**src/rtl/sram_host_pkg.sv**
```systemverilog
// Purpose: Constants for the host controller of a 1M x 1 asynchronous static memory
// Assumes: Clock of 125 MHz (8 ns period)
// Notes: Times in picoseconds, cycle counts derived from them
package sram_host_pkg;
  localparam int unsigned CLK_PERIOD_PS = 8000;
  localparam int unsigned ADDR_W = 20;
  localparam int unsigned READ_CYCLE_PS = 10000;
  localparam int unsigned WRITE_CYCLE_PS = 10000;
  localparam int unsigned ACCESS_PS = 10000;
  localparam int unsigned SELECT_TO_END_PS = 7000;
  localparam int unsigned DATA_SETUP_PS = 7000;
  localparam int unsigned RELEASE_PS = 5000;
  localparam int unsigned WRITE_FLOAT_PS = 6000;
  // Least times round up, never below one cycle
  function automatic int unsigned min_cycles(input int unsigned t_ps);
    int unsigned n;
    n = (t_ps + CLK_PERIOD_PS - 1) / CLK_PERIOD_PS;
    return (n < 1) ? 1 : n;
  endfunction
  localparam int unsigned READ_CYC = min_cycles(READ_CYCLE_PS);
  localparam int unsigned WRITE_CYC = min_cycles(WRITE_CYCLE_PS);
  // Data taken two cycles after the access time, after two sync flops
  localparam int unsigned ACCESS_CYC = min_cycles(ACCESS_PS);
  localparam int unsigned STROBE_CYC = min_cycles(SELECT_TO_END_PS);
  localparam int unsigned SETUP_CYC = min_cycles(DATA_SETUP_PS);
  localparam int unsigned RELEASE_CYC = min_cycles(RELEASE_PS);
  localparam int unsigned CNT_W = 4;
  typedef enum logic [2:0] {IDLE, RD_ACCESS, RD_SYNC, RD_GAP, WR_STROBE, WR_END} state_type;
endpackage

```
**src/rtl/sram_host.sv**
```systemverilog
// Purpose: Host controller driving a 1M x 1 asynchronous static memory by its pins
// Assumes: Single request port; memory data output returns on an external pin
// Notes: All pin outputs come straight from flip-flops
`timescale 1ns/1ps
// Functional notes
// - Write strobe stays high through reads
// - Select and output gate low for reads
// - Write needs select and strobe both low
// - Address stable before select falls (code changes address and select on the same edge)
// - Read cycle lasts at least 10 ns
// - Write cycle lasts at least 10 ns
// - Select low 7 ns before write end
// - Write data stable 7 ns before end
module sram_host
  import sram_host_pkg::*;
#(
  parameter int unsigned AW = ADDR_W
)
(
  input wire logic clock_i,
  input wire logic rst_i,
  input wire logic req_valid_i,
  input wire logic req_write_i,
  input wire logic [AW-1:0] req_addr_i,
  input wire logic req_wdata_i,
  output logic req_ready_o,
  output logic rsp_valid_o,
  output logic rsp_rdata_o,
  output logic [AW-1:0] mem_addr_o,
  output logic mem_select_n_o,
  output logic mem_write_n_o,
  output logic mem_gate_n_o,
  output logic mem_wdata_o,
  input wire logic mem_rdata_i
);
  // ==========================================================
  // Derived counts and elaboration checks
  localparam int unsigned WR_LOW_CYC = (STROBE_CYC > SETUP_CYC) ? STROBE_CYC : SETUP_CYC;
  // Cycles from a take to the earliest next address change
  localparam int unsigned RD_SPAN_CYC = ACCESS_CYC + RELEASE_CYC + 4;
  localparam int unsigned WR_SPAN_CYC = WR_LOW_CYC + RELEASE_CYC + 2;
  localparam int unsigned CNT_MAX = (1 << CNT_W) - 1;
  if (AW < 1 || AW > ADDR_W)
  begin
    $error("Address width out of range");
  end
  if (ACCESS_CYC > CNT_MAX || RELEASE_CYC > CNT_MAX || WR_LOW_CYC > CNT_MAX + 1)
  begin
    $error("Counter too narrow for the timing counts");
  end
  if (RD_SPAN_CYC < READ_CYC)
  begin
    $error("Read cycle shorter than allowed");
  end
  if (WR_SPAN_CYC < WRITE_CYC)
  begin
    $error("Write cycle shorter than allowed");
  end

  // ==========================================================
  // Pin input synchroniser
  logic rdata_meta_r;
  logic rdata_sync_r;
  always_ff @(posedge clock_i)
  begin
    rdata_meta_r <= mem_rdata_i;
    rdata_sync_r <= rdata_meta_r;
  end

  // ==========================================================
  // Sequencer
  state_type state_r, state_nxt;
  logic [CNT_W-1:0] cnt_r, cnt_nxt;
  logic [AW-1:0] addr_nxt;
  logic select_n_nxt, write_n_nxt, gate_n_nxt, wdata_nxt;
  logic ready_nxt, rsp_valid_nxt, rsp_rdata_nxt;
  wire take = req_valid_i && req_ready_o;
  wire cnt_done = (cnt_r == '0);
  wire [CNT_W-1:0] cnt_dec = cnt_done ? cnt_r : cnt_r - 1'b1;

  // ==========================================================
  // Counter loads for each timed phase
  wire [CNT_W-1:0] rd_load = CNT_W'(ACCESS_CYC);
  wire [CNT_W-1:0] wr_load = CNT_W'(WR_LOW_CYC - 1);
  wire [CNT_W-1:0] gap_load = CNT_W'(RELEASE_CYC);

  always_comb
  begin
    state_nxt = state_r;
    cnt_nxt = cnt_dec;
    addr_nxt = mem_addr_o;
    select_n_nxt = mem_select_n_o;
    write_n_nxt = mem_write_n_o;
    gate_n_nxt = mem_gate_n_o;
    wdata_nxt = mem_wdata_o;
    ready_nxt = 1'b0;
    rsp_valid_nxt = 1'b0;
    rsp_rdata_nxt = rsp_rdata_o;
    case (state_r)
      IDLE:
      begin
        ready_nxt = 1'b1;
        if (take)
        begin
          ready_nxt = 1'b0;
          addr_nxt = req_addr_i;
          select_n_nxt = 1'b0;
          if (req_write_i)
          begin
            write_n_nxt = 1'b0;
            gate_n_nxt = 1'b1;
            wdata_nxt = req_wdata_i;
            cnt_nxt = wr_load;
            state_nxt = WR_STROBE;
          end
          else
          begin
            write_n_nxt = 1'b1;
            gate_n_nxt = 1'b0;
            cnt_nxt = rd_load;
            state_nxt = RD_ACCESS;
          end
        end
      end
      RD_ACCESS:
        if (cnt_done)
          state_nxt = RD_SYNC;
      RD_SYNC:
      begin
        if (cnt_done)
        begin
          rsp_valid_nxt = 1'b1;
          rsp_rdata_nxt = rdata_sync_r;
          select_n_nxt = 1'b1;
          gate_n_nxt = 1'b1;
          cnt_nxt = gap_load;
          state_nxt = RD_GAP;
        end
      end
      WR_STROBE:
        if (cnt_done)
        begin
          select_n_nxt = 1'b1;
          write_n_nxt = 1'b1;
          cnt_nxt = gap_load;
          rsp_valid_nxt = 1'b1;
          state_nxt = WR_END;
        end
      RD_GAP, WR_END:
        if (cnt_done)
        begin
          ready_nxt = 1'b1;
          state_nxt = IDLE;
        end
      default:
        state_nxt = IDLE;
    endcase
  end

  // ==========================================================
  // Sequencer registers
  always_ff @(posedge clock_i)
  begin
    if (rst_i)
    begin
      state_r <= IDLE;
      cnt_r <= '0;
    end
    else
    begin
      state_r <= state_nxt;
      cnt_r <= cnt_nxt;
    end
  end

  // ==========================================================
  // Memory pin registers
  always_ff @(posedge clock_i)
  begin
    if (rst_i)
    begin
      mem_addr_o <= '0;
      mem_select_n_o <= 1'b1;
      mem_write_n_o <= 1'b1;
      mem_gate_n_o <= 1'b1;
      mem_wdata_o <= 1'b0;
    end
    else
    begin
      mem_addr_o <= addr_nxt;
      mem_select_n_o <= select_n_nxt;
      mem_write_n_o <= write_n_nxt;
      mem_gate_n_o <= gate_n_nxt;
      mem_wdata_o <= wdata_nxt;
    end
  end

  // ==========================================================
  // Host response registers
  always_ff @(posedge clock_i)
  begin
    if (rst_i)
    begin
      req_ready_o <= 1'b0;
      rsp_valid_o <= 1'b0;
      rsp_rdata_o <= 1'b0;
    end
    else
    begin
      req_ready_o <= ready_nxt;
      rsp_valid_o <= rsp_valid_nxt;
      rsp_rdata_o <= rsp_rdata_nxt;
    end
  end
endmodule

```
**config.mk**
```make
export PLATFORM = sky130hd
export DESIGN_NAME = sram_host
export DESIGN_NICKNAME = d
export VERILOG_FILES = /design/src/rtl/sram_host_pkg.sv /design/src/rtl/sram_host.sv
export SDC_FILE = /design/constraint.sdc
export NUM_CORES = 1
export LEC_CHECK = 0
export BUFFER_PORTS_ARGS = -buffer_cell sky130_fd_sc_hd__clkbuf_2
export CORE_AREA = 2 2 77 57
export CTS_BUF_LIST = sky130_fd_sc_hd__clkbuf_16
export DETAILED_ROUTE_END_ITERATION = 8
export DIE_AREA = 0 0 79 59
export MAX_ROUTING_LAYER = met4
export PLACE_DENSITY_LB_ADDON = 0.25
export SLEW_MARGIN = 20
export SYNTH_ARGS = -nofsm -noshare
export SYNTH_HDL_FRONTEND = slang
export SYNTH_SLANG_ARGS = --single-unit
```
**constraint.sdc**
```tcl
create_clock -name clock_i -period 2.5 [get_ports clock_i]
set_input_delay 0.375 -clock clock_i [delete_from_list [all_inputs] [get_ports clock_i]]
set_output_delay 0.375 -clock clock_i [all_outputs]
set_load 0.01 [all_outputs]
```
==> out/metrics.yaml, run 1 <==
outcome:
  status: "finished clean"
timing:
  hold_ws_ps: 201
  period_share: 0.788
  rsz0062_at_grt: "no"
  setup_viol: 0
  setup_tns_ps: 0
  hold_violations: 0
  maxSlewHeadroom: 0.509
  worst_pin_slew_ps: 736
  fmax_mhz: 508
  finalCriticalPeriod_ps: 1970
  skew_ps: 2.34
  maxSlewViolCount: 0
floorplanning:
  rows: 19
  core_sq_mm: 0.00385
  fp.dieH_um: 59
  ios: 53
  dieArea_sq_mm: 0.00466
  start_util: 0.389
  die_width_um: 79
logic_synthesis:
  synth_edf_count: 0
  seq_area_frac_synth: 0.482
  synth_warnings: 0
  syn_nets: 207
  synth_flop_cell: "dfxtp_1"
  syn_area_sq_mm: 0.00150
  synth-seq-cells: 36
  synthArstFlopShare: 0
  synth_cell_types: 33
  avgSynthCellArea_sq_um: 8.36
  synthCells: 179
worst_setup_path:
  crit_required_ps: 2630
  startpoint: "cnt_r[0]"
  endpoint: "rsp_rdata_o"
  reg2reg_depth: 7
  critPathMaxFanout: 7
  timing.rr.end: "rsp_rdata_o"
  crit_type: "reg -> reg"
  r2r_slack_ps: 530
  cp-start-kind: "register"
  end_kind: "register"
  cp.arrival_ps: 2100
  r2r_start: "cnt_r[0]"
global_routing:
  grt_max_degree: 37
  grt_pass1_wl_um: 5460
  grt_pass1_vias: 1207
  antenna_found_initial: 0
  overflow: 0
  grt.total_usage: 0.156
finish:
  area_growth_pct: 28.8
  n_antenna_cell: 0
  design_area_sq_mm: 0.00193
  reg.largest.list: "mem_addr_o (20), cnt_r (4), state_r (3)"
  layout-drive-gt1-share: 0.289
  largest_reg_flops: 20
  top_register: "mem_addr_o"
  finalNetCount: 255
  layout.cells.non_filler: 280
routing:
  wl_met3_um: 214
  ant_nets: 0
  wl_per_cell_um: 11.9
  via_count: 1341
  wl_met2_um: 1400
  drt_first_iter_violations: 55
  drc: 0
  vias_per_cell: 4.79
  routed_wl_um: 3340
  met1_length_um: 1690
  maxUsedRoutingLayer: "met4"
  dr.pass1.iters: 4
placed_design:
  place_congestion: 0.722
  hpwlAfterDp_um: 2370
  place_area_sq_mm: 0.00179
  port_buffers: 52
  numPlacedInstances: 272
power:
  power_mw: 2.16
  switchingPower_mw: 0.769
  pwr-share-clk: 0.268
  intPower_mw: 1.39
  p_seq_frac: 0.391
  combPwrFrac: 0.342
  vdd_drop_max_uv: 532
  leakage_nw: 0.827
  sw_frac_of_total: 0.356
  power_per_cell_area_mw_per_mm2: 1120
cts:
  cts_tree: "done"
  cts_hold_buf: 0
  cts.sinks: 36
  htreeDepth: 2
  path_clk_slew_ps: 50
  post_cts_resized: 0
  cts-root-to-sink-buffers: 2
  clk_latency_ps: 270
  cts_buffers: 5
  post_cts_buffers: 0
  root_buffer: "clkbuf_16"
worst_hold_path:
  hp-class: "in -> reg"
run:
  cap_viol_max_count: 0
==> kinds of logic after synthesis <==
logic type,after synthesis,share of synthesized area
multiplexers,5,0.0334
XOR/XNOR,3,0.0176
adder cells (fa/ha/maj),2,0.0167
AND/OR/NAND/NOR,73,0.235
flip-flops,36,0.482
AO/OA/AOI/OAI,42,0.168
buffers and inverters,18,0.0477
==> critical path, cell delays in order, from the launching register on <==
cell,delay [ps]
dfxtp_1,330
inv_1,60
ha_1,170
nor3b_2,400
inv_2,140
or4b_4,510
mux2i_1,160
nor2_1,60
==> routing by layer <==
layer,track usage,vias to the layer above
li1,-,708
met1,0.217,585
met2,0.217,42
met3,0.0457,6
met4,0.0517,0
met5,-,-
==> Yosys cell counts, types with 3 or more instances <==
cell      instances  area (sq um)
nand3b_1          3          22.5
inv_1             3          11.3
nor2_1            8          30.0
nor3_1            7          35.0
dfxtp_1          36           721
buf_2             3          15.0
mux2i_1           5          50.1
o21ai_0           3          15.0
nand2_1          45           169
clkbuf_1         11          41.3
a21oi_1          25           125
==> metrics by stage <==
stage          worst slack (ps)   util
2_1_floorplan               897      -
3_3_place_gp                614  0.464
3_5_place_dp                574  0.464
4_1_cts                     534  0.500
5_1_grt                     377  0.500
6_report                    530  0.500
==> layout make-up <==
class,count,area [sq um]
inverter,4,15.0
tap,52,65.1
timing repair buffer,55,283
clock inverter,3,13.8
clock buffer,5,125
sequential,36,721
multi-input combinational,125,704
fill,392,1920
==> power groups by stage <==
stage	Combinational, mW	Clock (mW)	Sequential [mW]
floorplan	0.554	0	0.815
global placement	0.734	0	0.854
detailed placement	0.736	0	0.854
CTS	0.740	0.590	0.842
global route	0.835	0.621	0.863
finish	0.737	0.578	0.843
==> cells in the final DEF (no fill, tap or decap), types with 2 or more instances in the layout <==
| cell | instances |
|---|---|
| o211ai_1 | 2 |
| clkbuf_2 | 52 |
| and2_1 | 2 |
| o21ai_0 | 3 |
| a21oi_1 | 25 |
| o21bai_1 | 2 |
| xnor2_1 | 2 |
| buf_4 | 3 |
| mux2i_1 | 5 |
| a31oi_1 | 2 |
| nor3_1 | 7 |
| clkbuf_16 | 5 |
| nor2_1 | 8 |
| ha_1 | 2 |
| nand2_1 | 45 |
| a221oi_1 | 2 |
| dfxtp_1 | 36 |
| inv_1 | 3 |
| nand2b_1 | 2 |
| nand3b_1 | 3 |
| clkinv_2 | 2 |
==> worst min path at each step <==
| stage | to | slack, ps | startpoint | depth (start not counted) |
|---|---|---|---|---|
| final | rdata_meta_r | 200 | mem_rdata_i | 1 |
| after global routing | rdata_meta_r | 200 | mem_rdata_i | 1 |
| after CTS | rdata_meta_r | 200 | mem_rdata_i | 1 |
| after detailed placement | rdata_sync_r | 320 | rdata_meta_r | 0 |
| after global placement | rdata_sync_r | 310 | rdata_meta_r | 0 |
| after floorplan | rdata_sync_r | 310 | rdata_meta_r | 0 |
Note: power is estimated with default switching activity, not from simulation.
==> inputs of run 2 (changes only) <==
==> constraint.sdc (replaced) <==
create_clock -name clock_i -period 1.6 [get_ports clock_i]
set_input_delay 0.24 -clock clock_i [delete_from_list [all_inputs] [get_ports clock_i]]
set_output_delay 0.24 -clock clock_i [all_outputs]
set_load 0.01 [all_outputs]
==> run 2 against run 1 <==
Compared with the run above: the run now ends with negative setup slack left; sequential cell count unchanged; critical path type unchanged; global-route usage rose by 1.2 points; sequential power increased by 52%; core utilization rose by 4.6 points; wire length increased by 10%.
==> out/metrics.yaml, run 2 (synthesis results as in run 1) <==
outcome:
  status: "finished, violations left"
  violations: "negative setup slack"
power:
  pwr-share-clk: 0.279
  combPwrFrac: 0.388
  leakage_nw: 0.926
  sw_frac_of_total: 0.341
  switchingPower_mw: 1.31
  p_seq_frac: 0.333
  power_mw: 3.85
  power_per_cell_area_mw_per_mm2: 1830
  vdd_drop_max_uv: 646
  intPower_mw: 2.54
worst_setup_path:
  critPathMaxFanout: 3
  crit_slowest_cell: "or4b_4"
  crit_path_max_incr_delay_ps: 490
  cp_common_cell: "inv_2"
  crit_buf_inv: 2
  crit_required_ps: 1750
  crit_chain: "inv_2 > ha_4 > nor3b_4 > inv_2 > or4b_4 > mux2i_1 > nor2_1"
  critPathTopFamily: "simple AND/OR/NAND/NOR gates"
  cp-start-kind: "register"
  cp.arrival_ps: 1780
  end_kind: "register"
  crit_type: "reg -> reg"
placed_design:
  place_congestion: 0.802
  hpwlAfterDp_um: 2590
  port_buffers: 52
  pre_cts_slack_ps: -37.7
timing:
  rsz0062_at_grt: "yes"
  skew_ps: 2.84
  period_share: 1.02
  layout_setup_ws_ps: -26.8
  finalCriticalPeriod_ps: 1630
  maxSlewHeadroom: 0.669
  hold_violations: 0
  worst_pin_slew_ps: 496
  fmax_mhz: 615
  setup_tns_ps: -26.8
  maxSlewViolCount: 0
  setup_viol: 1
routing:
  dr.pass1.iters: 4
  via_count: 1431
  routed_wl_um: 3680
  wl_per_cell_um: 12.4
  drc: 0
  drt_first_iter_violations: 46
  vias_per_cell: 4.83
  ant_nets: 0
finish:
  finalNetCount: 271
  layout-drive-gt1-share: 0.365
  layout_commonest_cell: "clkbuf_2"
  top_register: "mem_addr_o"
  largest_reg_flops: 20
  layout_common_cells: "clkbuf_2, nand2_1, dfxtp_1"
  n_antenna_cell: 0
  reg.largest.list: "mem_addr_o (20), cnt_r (4), state_r (3)"
  area_growth_pct: 40.6
global_routing:
  grt_pass1_vias: 1287
  overflow: 0
  grt_max_degree: 22
  grt.total_usage: 0.167
  grt_pass1_wl_um: 5840
  antenna_found_initial: 0
floorplanning:
  rows: 19
  ios: 53
  core_sq_mm: 0.00385
  fp.dieH_um: 59
  die_width_um: 79
  start_util: 0.389
  dieArea_sq_mm: 0.00466
cts:
  cts_hold_buf: 0
  cts.sinks: 36
  path_clk_slew_ps: 50
  cts-root-to-sink-buffers: 2
  clk_latency_ps: 280
  htreeDepth: 2
  cts_buffers: 5
  root_buffer: "clkbuf_16"
  cts_tree: "done"
run:
  cap_viol_max_count: 0
worst_hold_path:
  hp-class: "in -> reg"
==> run 2: cell types whose count changed in the layout (fill, tap and decap cells not counted), sizes merged <==
cell and change:
inv +1, bufinv +1, buf +16, clkinv -2
==> run 2: layout make-up <==
| cell class | count | area, sq um |
|---|---|---|
| Inverter | 4 | 15.0 |
| Clock buffer | 5 | 125 |
| Tap cell | 52 | 65.1 |
| Clock inverter | 3 | 38.8 |
| Timing Repair Buffer | 71 | 403 |
| Fill cell | 392 | 1750 |
| Sequential cell | 36 | 723 |
| Multi-Input combinational cell | 125 | 734 |
==> run 2: final timing paths <==
path / start / to / slack (ps) / cells past startpoint
min: mem_rdata_i / rdata_meta_r / 60 / 1
max reg2reg: cnt_r[1] / rsp_rdata_o / -30 / 7
max: cnt_r[1] / rsp_rdata_o / -30 / 7
min reg2reg: rdata_meta_r / rdata_sync_r / 320 / 0
==> run 2: metal layers <==
metal,global-route usage,vias to the layer above,part of all wire
met4,0.0739,0,0.017
met3,0.0473,7,0.063
met5,-,-,0
li1,-,743,-
met1,0.227,636,0.49
met2,0.234,45,0.43
==> run 2: per-stage QoR <==
step	hold slack, ps	std cells	util	instance area (sq um)
final	63.8	296	0.546	2100
after global routing	55.6	296	0.546	2100
after CTS	57.7	294	0.541	2080
after detailed placement	312	286	0.493	1900
after global placement	310	286	0.493	1900
after floorplan	268	179	-	1500
==> run 2: power by group through the flow <==
stage	clock [mW]	sequential, mW	combinational, mW
after floorplan	0	1.28	0.884
after global placement	0	1.28	1.39
after detailed placement	0	1.29	1.40
after CTS	1.10	1.28	1.43
after global routing	1.13	1.30	1.66
final	1.07	1.28	1.49
==> run 2: what timing repair did <==
| item | in CTS | in global routing |
|---|---|---|
| endpoints found under the setup margin | 3 | 4 |
| pin swaps | 1 | 1 |
| endpoints found under the hold margin | 0 | 0 |
| buffers inserted | 0 | 2 |
| resized for setup | 6 | 3 |
